==> src/hdl/sysctl_map.svh <==
// option field positions, vectors and reset values of the system control block
`ifndef SYSCTL_MAP_SVH
`define SYSCTL_MAP_SVH

// option word field positions
`define OPT_WIDTH 13
`define OPT_OSC_TYPE_BIT 12
`define OPT_WDT_OFF_BIT 11
`define OPT_CYCLE_BIT 10
`define OPT_SECURITY_BIT 9
`define OPT_XTAL_FREQ_BIT 8
`define OPT_OSC_POWER_BIT 7
`define OPT_ID_MSB 3
`define OPT_ID_LSB 0

// program addresses for interrupt entry, and the vector address loaded at reset
`define VEC_HW_ADDR 12'h001
`define VEC_SW_ADDR 12'h002
`define VEC_RST_ADDR 12'h000

// interrupt flag positions
`define IRQ_TIMER_BIT 0
`define IRQ_EXT_BIT 1

// timer clock divider terminal counts (divide by 2 and by 4)
`define TDIV_TWO_LAST 2'h1
`define TDIV_FOUR_LAST 2'h3

// reset values
`define OPT_RESET 13'h0000
`define MASK_RESET 2'h0
`define FLAG_RESET 2'h0

`endif

==> src/hdl/sysctl_pkg.sv <==
// types shared by the system control block
package sysctl_pkg;
    // processor power mode
    typedef enum logic [1:0] {
        MODE_OPERATING,
        MODE_SLEEP_ONE,
        MODE_SLEEP_TWO
    } cpu_mode_t;

    // oscillator mode decoded from the option word
    typedef enum logic [1:0] {
        RC_OSC_MODE,
        HIGH_XTAL_MODE,
        LOW_XTAL_MODE
    } osc_mode_t;

    // one-cycle instruction strobes from the core decoder
    typedef struct packed {
        logic global_int_enable_instr;
        logic global_int_disable_instr;
        logic return_from_isr_instr;
        logic soft_int_instr;
        logic watchdog_clear_instr;
        logic sleep_instr;
    } instr_strobe_t;
endpackage

==> src/hdl/pin_sync.sv <==
// three-stage pin synchroniser with agreement filter
`timescale 1ns/1ps
module pin_sync #(
    parameter logic INIT = 1'b1
) (
    // clock and reset
    input wire logic clk_sys_i,
    input wire logic nrst_i,
    // pin and filtered level
    input wire logic pin_i,
    output logic level_o
);
    logic s1_reg;
    logic s2_reg;
    logic s3_reg;

    // shift chain; the first stage feeds only the second
    always_ff @(posedge clk_sys_i or negedge nrst_i) begin
        if (!nrst_i) begin
            s1_reg <= INIT;
            s2_reg <= INIT;
            s3_reg <= INIT;
        end else begin
            s1_reg <= pin_i;
            s2_reg <= s1_reg;
            s3_reg <= s2_reg;
        end
    end

    // level moves only when the two late stages agree
    always_ff @(posedge clk_sys_i or negedge nrst_i) begin
        if (!nrst_i) begin
            level_o <= INIT;
        end else if (s2_reg == s3_reg) begin
            level_o <= s3_reg;
        end
    end
endmodule

==> src/hdl/sysctl_core.sv <==
// reset cause flags, two-source interrupt unit and option word decode
`timescale 1ns/1ps
module sysctl_core import sysctl_pkg::*; (
    // clock and power-on reset
    input wire logic clk_sys_i,
    input wire logic nrst_i,
    // device pins
    input wire logic ext_reset_n_i,
    input wire logic ext_int_n_i,
    input wire logic pin_change_i,
    // core events
    input wire logic watchdog_timer_expire_i,
    input wire logic timer_counter_ovf_i,
    input wire instr_strobe_t instr_i,
    input wire logic sleep_mode_two_sel_i,
    // interrupt register access
    input wire logic [1:0] flag_clear_i,
    input wire logic mask_wr_i,
    input wire logic [1:0] mask_data_i,
    // option word from one-time storage
    input wire logic [12:0] option_word_i,
    // reset and power status
    output logic core_reset_o,
    output logic wake_o,
    output logic timeout_flag_o,
    output logic powerdown_flag_o,
    output cpu_mode_t cpu_mode_o,
    // interrupt status
    output logic [1:0] irq_req_o,
    output logic [1:0] irq_flag_o,
    output logic gie_o,
    output logic vector_valid_o,
    output logic [11:0] vector_addr_o,
    // decoded options and timer clock tick
    output osc_mode_t osc_mode_o,
    output logic watchdog_en_o,
    output logic cycle_four_o,
    output logic code_protect_o,
    output logic xtal_high_freq_o,
    output logic osc_high_power_o,
    output logic [3:0] programmer_id_o,
    output logic timer_tick_o
);
`include "sysctl_map.svh"

    logic rst_pin_lvl;
    logic int_pin_lvl;
    logic chg_pin_lvl;
    logic rst_pin_prev_reg;
    logic int_pin_prev_reg;
    logic chg_pin_prev_reg;
    logic ext_rst_evt;
    logic int_fall_evt;
    logic chg_evt;
    logic wdt_evt;
    logic wake_evt;
    cpu_mode_t mode_reg;
    logic [1:0] flag_reg;
    logic [1:0] mask_reg;
    logic [1:0] flag_set;
    logic [1:0] pend;
    logic gie_reg;
    logic take_hw;
    logic take_sw;
    logic [12:0] opt_reg;
    logic opt_loaded_reg;
    logic [1:0] div_cnt_reg;
    logic [1:0] div_last;

    // pin synchronisers
    pin_sync #(.INIT(1'b1)) u_rst_sync (
        .clk_sys_i(clk_sys_i),
        .nrst_i(nrst_i),
        .pin_i(ext_reset_n_i),
        .level_o(rst_pin_lvl)
    );
    pin_sync #(.INIT(1'b1)) u_int_sync (
        .clk_sys_i(clk_sys_i),
        .nrst_i(nrst_i),
        .pin_i(ext_int_n_i),
        .level_o(int_pin_lvl)
    );
    pin_sync #(.INIT(1'b0)) u_chg_sync (
        .clk_sys_i(clk_sys_i),
        .nrst_i(nrst_i),
        .pin_i(pin_change_i),
        .level_o(chg_pin_lvl)
    );

    // previous filtered levels for edge detection
    always_ff @(posedge clk_sys_i or negedge nrst_i) begin
        if (!nrst_i) begin
            rst_pin_prev_reg <= 1'b1;
            int_pin_prev_reg <= 1'b1;
            chg_pin_prev_reg <= 1'b0;
        end else begin
            rst_pin_prev_reg <= rst_pin_lvl;
            int_pin_prev_reg <= int_pin_lvl;
            chg_pin_prev_reg <= chg_pin_lvl;
        end
    end

    // reset causes and wake events
    assign ext_rst_evt = rst_pin_lvl & ~rst_pin_prev_reg;
    assign wdt_evt = watchdog_timer_expire_i & watchdog_en_o;
    assign chg_evt = chg_pin_lvl ^ chg_pin_prev_reg;
    assign wake_evt = chg_evt & (mode_reg == MODE_SLEEP_TWO);
    assign int_fall_evt = ~int_pin_lvl & int_pin_prev_reg;

    // time-out and power-down flags, power mode
    always_ff @(posedge clk_sys_i or negedge nrst_i) begin
        if (!nrst_i) begin
            timeout_flag_o <= 1'b1;
            powerdown_flag_o <= 1'b1;
            mode_reg <= MODE_OPERATING;
        end else if (ext_rst_evt) begin
            if (mode_reg == MODE_SLEEP_ONE) begin
                timeout_flag_o <= 1'b1;
                powerdown_flag_o <= 1'b0;
            end
            mode_reg <= MODE_OPERATING;
        end else if (wdt_evt) begin
            timeout_flag_o <= 1'b0;
            if (mode_reg == MODE_SLEEP_ONE) begin
                powerdown_flag_o <= 1'b0;
            end
            mode_reg <= MODE_OPERATING;
        end else if (wake_evt) begin
            mode_reg <= MODE_OPERATING;
        end else if (mode_reg == MODE_OPERATING) begin
            if (instr_i.watchdog_clear_instr) begin
                timeout_flag_o <= 1'b1;
                powerdown_flag_o <= 1'b1;
            end else if (instr_i.sleep_instr) begin
                timeout_flag_o <= 1'b1;
                powerdown_flag_o <= 1'b0;
                if (sleep_mode_two_sel_i) begin
                    mode_reg <= MODE_SLEEP_TWO;
                end else begin
                    mode_reg <= MODE_SLEEP_ONE;
                end
            end
        end
    end

    // core reset and wake pulses
    always_ff @(posedge clk_sys_i or negedge nrst_i) begin
        if (!nrst_i) begin
            core_reset_o <= 1'b1;
            wake_o <= 1'b0;
        end else begin
            core_reset_o <= ext_rst_evt | wdt_evt;
            wake_o <= wake_evt;
        end
    end

    always_comb cpu_mode_o = mode_reg;

    // interrupt source flags; a set beats a clear in the same cycle
    always_comb begin
        flag_set = 2'h0;
        flag_set[`IRQ_TIMER_BIT] = timer_counter_ovf_i;
        flag_set[`IRQ_EXT_BIT] = int_fall_evt;
    end

    always_ff @(posedge clk_sys_i or negedge nrst_i) begin
        if (!nrst_i) begin
            flag_reg <= `FLAG_RESET;
        end else begin
            flag_reg <= (flag_reg & ~flag_clear_i) | flag_set;
        end
    end

    // interrupt mask register
    always_ff @(posedge clk_sys_i or negedge nrst_i) begin
        if (!nrst_i) begin
            mask_reg <= `MASK_RESET;
        end else if (mask_wr_i) begin
            mask_reg <= mask_data_i;
        end
    end

    assign pend = flag_reg & mask_reg;
    assign take_hw = gie_reg & (|pend) & ~core_reset_o;
    assign take_sw = gie_reg & instr_i.soft_int_instr & ~take_hw & ~core_reset_o;

    // request and flag outputs
    always_ff @(posedge clk_sys_i or negedge nrst_i) begin
        if (!nrst_i) begin
            irq_req_o <= 2'h0;
            irq_flag_o <= 2'h0;
        end else begin
            irq_req_o <= pend;
            irq_flag_o <= flag_reg;
        end
    end

    // global interrupt enable; entry clears it to stop re-entry
    always_ff @(posedge clk_sys_i or negedge nrst_i) begin
        if (!nrst_i) begin
            gie_reg <= 1'b0;
        end else if (ext_rst_evt | wdt_evt) begin
            gie_reg <= 1'b0;
        end else if (take_hw | take_sw) begin
            gie_reg <= 1'b0;
        end else if (instr_i.global_int_enable_instr) begin
            gie_reg <= 1'b1;
        end else if (instr_i.return_from_isr_instr) begin
            gie_reg <= 1'b1;
        end else if (instr_i.global_int_disable_instr) begin
            gie_reg <= 1'b0;
        end
    end

    always_comb gie_o = gie_reg;

    // vector fetch request
    always_ff @(posedge clk_sys_i or negedge nrst_i) begin
        if (!nrst_i) begin
            vector_valid_o <= 1'b0;
            vector_addr_o <= `VEC_RST_ADDR;
        end else begin
            vector_valid_o <= take_hw | take_sw;
            if (take_hw) begin
                vector_addr_o <= `VEC_HW_ADDR;
            end else if (take_sw) begin
                vector_addr_o <= `VEC_SW_ADDR;
            end
        end
    end

    // option word captured once after reset release; no program path to it
    always_ff @(posedge clk_sys_i or negedge nrst_i) begin
        if (!nrst_i) begin
            opt_reg <= `OPT_RESET;
            opt_loaded_reg <= 1'b0;
        end else if (!opt_loaded_reg) begin
            opt_reg <= option_word_i;
            opt_loaded_reg <= 1'b1;
        end
    end

    // option decode
    always_ff @(posedge clk_sys_i or negedge nrst_i) begin
        if (!nrst_i) begin
            osc_mode_o <= RC_OSC_MODE;
            watchdog_en_o <= 1'b0;
            cycle_four_o <= 1'b0;
            code_protect_o <= 1'b1;
            xtal_high_freq_o <= 1'b0;
            osc_high_power_o <= 1'b0;
            programmer_id_o <= 4'h0;
        end else begin
            if (!opt_reg[`OPT_OSC_TYPE_BIT]) begin
                osc_mode_o <= RC_OSC_MODE;
            end else if (opt_reg[`OPT_XTAL_FREQ_BIT]) begin
                osc_mode_o <= HIGH_XTAL_MODE;
            end else begin
                osc_mode_o <= LOW_XTAL_MODE;
            end
            watchdog_en_o <= ~opt_reg[`OPT_WDT_OFF_BIT];
            cycle_four_o <= opt_reg[`OPT_CYCLE_BIT];
            code_protect_o <= ~opt_reg[`OPT_SECURITY_BIT];
            xtal_high_freq_o <= opt_reg[`OPT_OSC_TYPE_BIT] & opt_reg[`OPT_XTAL_FREQ_BIT];
            osc_high_power_o <= opt_reg[`OPT_OSC_POWER_BIT];
            programmer_id_o <= opt_reg[`OPT_ID_MSB:`OPT_ID_LSB];
        end
    end

    // timer clock divider, by two or by four
    assign div_last = cycle_four_o ? `TDIV_FOUR_LAST : `TDIV_TWO_LAST;

    always_ff @(posedge clk_sys_i or negedge nrst_i) begin
        if (!nrst_i) begin
            div_cnt_reg <= 2'h0;
            timer_tick_o <= 1'b0;
        end else begin
            if (div_cnt_reg >= div_last) begin
                div_cnt_reg <= 2'h0;
            end else begin
                div_cnt_reg <= div_cnt_reg + 2'h1;
            end
            timer_tick_o <= (div_cnt_reg >= div_last);
        end
    end

    // checks
    property p_wdt_clears_t;
        @(posedge clk_sys_i) disable iff (!nrst_i)
        (wdt_evt && !ext_rst_evt) |=> !timeout_flag_o && core_reset_o;
    endproperty
    a_wdt_clears_t: assert property (p_wdt_clears_t) else $error("wdt kept T");

    property p_wdt_sleep_one;
        @(posedge clk_sys_i) disable iff (!nrst_i)
        (wdt_evt && !ext_rst_evt && mode_reg == MODE_SLEEP_ONE)
            |=> !powerdown_flag_o && mode_reg == MODE_OPERATING;
    endproperty
    a_wdt_sleep_one: assert property (p_wdt_sleep_one) else $error("wdt sleep_mode_one P");

    property p_ext_awake;
        @(posedge clk_sys_i) disable iff (!nrst_i)
        (ext_rst_evt && mode_reg != MODE_SLEEP_ONE)
            |=> $stable(timeout_flag_o) && $stable(powerdown_flag_o);
    endproperty
    a_ext_awake: assert property (p_ext_awake) else $error("pin reset changed flags");

    property p_ext_sleep_one;
        @(posedge clk_sys_i) disable iff (!nrst_i)
        (ext_rst_evt && mode_reg == MODE_SLEEP_ONE) |=> timeout_flag_o && !powerdown_flag_o;
    endproperty
    a_ext_sleep_one: assert property (p_ext_sleep_one) else $error("pin wake sleep_mode_one flags");

    property p_pin_wake;
        @(posedge clk_sys_i) disable iff (!nrst_i)
        (wake_evt && !ext_rst_evt && !wdt_evt)
            |=> $stable(timeout_flag_o) && $stable(powerdown_flag_o) ##1 wake_o == 1'b0;
    endproperty
    a_pin_wake: assert property (p_pin_wake) else $error("pin wake changed flags");

    property p_sleep_instr;
        @(posedge clk_sys_i) disable iff (!nrst_i)
        (instr_i.sleep_instr && !instr_i.watchdog_clear_instr && mode_reg == MODE_OPERATING
            && !ext_rst_evt && !wdt_evt) |=> timeout_flag_o && !powerdown_flag_o
            && mode_reg != MODE_OPERATING;
    endproperty
    a_sleep_instr: assert property (p_sleep_instr) else $error("sleep flags wrong");

    property p_flag_quiet;
        @(posedge clk_sys_i) disable iff (!nrst_i)
        (!ext_rst_evt && !wdt_evt && !instr_i.sleep_instr && !instr_i.watchdog_clear_instr)
            |=> $stable(timeout_flag_o) && $stable(powerdown_flag_o);
    endproperty
    a_flag_quiet: assert property (p_flag_quiet) else $error("flag moved alone");

    property p_flag_set;
        @(posedge clk_sys_i) disable iff (!nrst_i)
        timer_counter_ovf_i |=> flag_reg[`IRQ_TIMER_BIT] ##1 irq_flag_o[`IRQ_TIMER_BIT];
    endproperty
    a_flag_set: assert property (p_flag_set) else $error("timer flag not set");

    property p_irq_and;
        @(posedge clk_sys_i) disable iff (!nrst_i)
        1'b1 |=> irq_req_o == ($past(flag_reg) & $past(mask_reg));
    endproperty
    a_irq_and: assert property (p_irq_and) else $error("request not flag and mask");

    property p_hw_vector;
        @(posedge clk_sys_i) disable iff (!nrst_i)
        take_hw |=> vector_valid_o && vector_addr_o == 12'h001 && !gie_reg;
    endproperty
    a_hw_vector: assert property (p_hw_vector) else $error("hw vector wrong");

    property p_sw_vector;
        @(posedge clk_sys_i) disable iff (!nrst_i)
        (gie_reg && instr_i.soft_int_instr && pend == 2'h0 && !core_reset_o)
            |=> vector_valid_o && vector_addr_o == 12'h002;
    endproperty
    a_sw_vector: assert property (p_sw_vector) else $error("sw vector wrong");

    property p_return_from_isr_instr;
        @(posedge clk_sys_i) disable iff (!nrst_i)
        ((instr_i.return_from_isr_instr || instr_i.global_int_enable_instr) && !take_hw
            && !take_sw && !ext_rst_evt && !wdt_evt) |=> gie_reg;
    endproperty
    a_return_from_isr_instr: assert property (p_return_from_isr_instr) else $error("enable not set");

    property p_div_four;
        @(posedge clk_sys_i) disable iff (!nrst_i)
        (timer_tick_o && cycle_four_o && $past(cycle_four_o, 2)) |=> !timer_tick_o [*3] ##1 timer_tick_o;
    endproperty
    a_div_four: assert property (p_div_four) else $error("timer divide not four");

    property p_wdt_option;
        @(posedge clk_sys_i) disable iff (!nrst_i)
        opt_loaded_reg |=> watchdog_en_o == !$past(opt_reg[`OPT_WDT_OFF_BIT]);
    endproperty
    a_wdt_option: assert property (p_wdt_option) else $error("watchdog enable wrong");

    c_hw_int: cover property (@(posedge clk_sys_i) disable iff (!nrst_i) take_hw);
    c_sw_int: cover property (@(posedge clk_sys_i) disable iff (!nrst_i) take_sw);
    c_sleep_wake: cover property (@(posedge clk_sys_i) disable iff (!nrst_i) wake_evt);
    c_wdt_s1: cover property (@(posedge clk_sys_i) disable iff (!nrst_i)
        wdt_evt && mode_reg == MODE_SLEEP_ONE);
endmodule

==> config.mk <==
export PLATFORM = sky130hd
export DESIGN_NAME = sysctl_core
export DESIGN_NICKNAME = d
export VERILOG_FILES = /design/src/hdl/sysctl_pkg.sv /design/src/hdl/pin_sync.sv /design/src/hdl/sysctl_core.sv
export VERILOG_INCLUDE_DIRS = /design/src /design/src/hdl
export SDC_FILE = /design/constraint.sdc
export NUM_CORES = 1
export LEC_CHECK = 0
export BUFFER_PORTS_ARGS = -buffer_cell sky130_fd_sc_hd__buf_2
export CAP_MARGIN = 20
export CORE_MARGIN = 1
export CORE_UTILIZATION = 35
export CTS_BUF_LIST = sky130_fd_sc_hd__clkbuf_4
export DETAILED_ROUTE_END_ITERATION = 7
export HOLD_SLACK_MARGIN = 0.12
export PLACE_DENSITY = 0.69
export SLEW_MARGIN = 0
export SYNTH_ARGS = -nofsm -noshare
export SYNTH_HDL_FRONTEND = slang
export SYNTH_HIERARCHICAL = 1
export SYNTH_SLANG_ARGS = --single-unit
==> constraint.sdc <==
create_clock -name clk_sys_i -period 1.8 [get_ports clk_sys_i]
set_clock_uncertainty 0.05 [all_clocks]
set_input_delay 0.09 -clock clk_sys_i [delete_from_list [all_inputs] [get_ports clk_sys_i]]
set_output_delay 0.09 -clock clk_sys_i [all_outputs]
set_load 0.05 [all_outputs]
==> impl_metrics.yaml <==
placed_design:
  numPortBuffers: 54
  dp.cells: 259
  routabilityCongestion: 0.7456
  place_area_um2: 2337
  dp_hpwl_um: 2094
synth:
  synth_top_family_by_area: "multiplexers"
  synth-main-ff-cell: "dfrtp_1"
  synthSimpleGateAreaFrac_pct: 5.725
  yosysWarnings: 6
  synth_top_cell_by_area: "dfrtp_1"
  ys_top_cells_by_count: "dfrtp_1, dfstp_2, mux2_2"
  synth_seq_cells: 57
  synthDominantCellAreaShare_pct: 53.52
  synthArstFlopShare_pct: 100.0
  synth.distinct_cells: 32
  yosys-mux-area-fraction_pct: 6.721
  synth_edf_count: 0
  yosysSeqAreaShare_pct: 71.81
  synth_compound_area_share_pct: 5.787
  netlist_top_cells_area: "dfrtp_1, dfstp_2, mux2_2, buf_4, inv_1"
  syn_inst: 135
  synthAdderAreaFrac_pct: 2.302
  yosysMostFrequentCell: "dfrtp_1"
  synth_xor_area_share_pct: 0.8712
  syn_avg_cell_area_um2: 14.89
  synth_area_um2: 2011
pwr:
  ir_drop_uv: 587.2
  total_power_mw: 3.170
  power.leakage_nw: 1.344
  comb_power_share_pct: 26.6
  p_int_mw: 2.088
  pwr-share-seq_pct: 49.8
  p_sw_share_pct: 34.13
  power_density_nw_per_um2: 1149
  p_switching_mw: 1.082
  p_clk_share_pct: 23.6
detailed_routing:
  ant_nets: 0
  wl_um: 3396
  drt_iter0_drc: 51
  via_per_inst: 4.304
  wire_per_inst_um: 11.10
  via_count: 1317
  drc: 0
  drt-pass1-iter-count: 4
cts:
  cts_max_level: 3
  clock_latency_ns: 0.37
  numCtsBuffers: 9
  cts_tree: "done"
  clock_path_buffers: 2
  clkTransAtPathRegs_ns: 0.09
  postCtsSetupBuffers: 0
  cts.sinks: 57
  cts-root-buf: "clkbuf_4"
floorplan:
  die_w_um: 77.80
  die_y_um: 77.80
  io_pins: 68
  initial_core_util_pct: 36.51
  core_area_um2: 5507
  dieArea_um2: 6052
  row_count: 27
layout:
  layout-drive-gt1-share_pct: 44.44
  regArea_um2: 1444
  multi_input_area_um2: 474.2
  syn_to_final_growth_pct: 37.27
  instances_no_fill: 306
  fin_area_um2: 2760
  fillerInstances: 498
  finalNetCount: 262
  largest_register_ffs: 10
  diodes: 0
worst_setup_path:
  r2r_cells: 4
  cp_data_arrival_time_ns: 1.94
  reg2reg_slack_ns: 0.13
  crit_path_end_kind: "register"
  worstSetupStartpointType: "register"
  cp_data_required_time_ns: 2.07
  r2r_end: "cpu_mode_o[1]"
  worstSetupPathType: "reg -> reg"
  r2r_start: "rst_pin_prev_reg"
  cp_max_fo: 5
global_route:
  grt_pass1_wl_um: 5858
  grt.total_usage_pct: 13.14
  gr-total-overflow: 0
  grt_start_max_net_pins: 58
  grt_pass1_vias: 1307
  antenna_found_initial: 0
sta:
  rsz0062_at_grt: "false"
  tns_ns: 0
  whs_ns: 0.1814
  hold_viol_final: 0
  setup_viol: 0
  max_clock_freq_mhz: 598.9
  slew_violations: 0
  fin_crit_ns: 1.670
  post-route-period-util_pct: 92.76
run:
  maxCapViolCount: 0
status:
  outcome: "complete, no violations"
min_path:
  hold_path_class: "in -> async"
placed cells by master, fill, tap and decap left out, types with 2 or more instances in the layout:
cell / count
inv_1: 11
a21oi_1: 3
xnor2_1: 2
nor2_1: 5
and2_4: 2
a21o_1: 2
dfstp_2: 14
buf_2: 54
maj3_2: 3
nand2b_1: 2
dfrtp_1: 43
clkbuf_4: 13
mux2_2: 12
conb_1: 11
nand2_1: 2
clkinv_1: 2
nor3_1: 2
nor2b_1: 2
dlygate4sd3_1: 31
stage by stage:
step                setup slack (ns)  util, %
finish                        0.1303    50.13
global route                0.005576    50.13
CTS                           0.1136    50.08
detailed placement            0.5819    42.44
global placement              0.6000    42.44
floorplan                     0.4579        -
area by class of cell:
cell class | instances | area share [%]
sequential | 57 | 52.31
timing repair buffer | 86 | 21.76
multi-input combinational | 64 | 17.18
clock buffer | 13 | 3.536
tap | 72 | 3.264
inverter | 11 | 1.496
clock inverter | 3 | 0.4533
power groups by stage:
stage	Sequential (mW)	Clock, mW	Combinational [mW]
final	1.58	0.748	0.844
after CTS	1.58	0.796	0.849
after detailed placement	1.60	0	0.785
after global routing	1.61	0.858	0.897
after global placement	1.60	0	0.775
after floorplan	1.93	0	0.270
worst max-delay path, cell delays in order (launching register included):
cell and delay (ns):
dfstp_2 0.52, nand2b_1 0.18, nand2_2 0.12, nor3_1 0.18
dlygate4sd3_1 0.56
logic make-up (layout without fill, tap and decap cells):
logic type	after synthesis	in the layout
flip-flops	57	57
buffers and inverters	23	113
AO/OA/AOI/OAI	15	15
adder cells (fa/ha/maj)	4	4
AND/OR/NAND/NOR	20	20
multiplexers	12	12
other	2	11
XOR/XNOR	2	2
worst max path at each step:
stage,startpoint,endpoint,cells past startpoint
2_1_floorplan,cycle_four_o,div_cnt_reg[1],4
4_1_cts,rst_pin_prev_reg,cpu_mode_o[1],4
6_report,rst_pin_prev_reg,cpu_mode_o[1],4
3_5_place_dp,rst_pin_prev_reg,gie_o,3
5_1_grt,rst_pin_prev_reg,cpu_mode_o[1],4
3_3_place_gp,rst_pin_prev_reg,gie_o,3
per-layer routing:
metal  vias up  GRT usage [%]  part of all wire [%]
li1        623              -                     -
met5         -              0                     0
met4         0          9.623                   1.7
met2        48          20.35                    49
met1       638          15.54                    43
met3         8          3.765                   6.0
what timing repair did:
action                                  4_1_cts  5_1_grt
endpoints found under the setup margin        0        1
resized for setup                             0        1
endpoints found under the hold margin        83        0
hold buffers                                 31        0
Power figures use the tool's default switching activity.
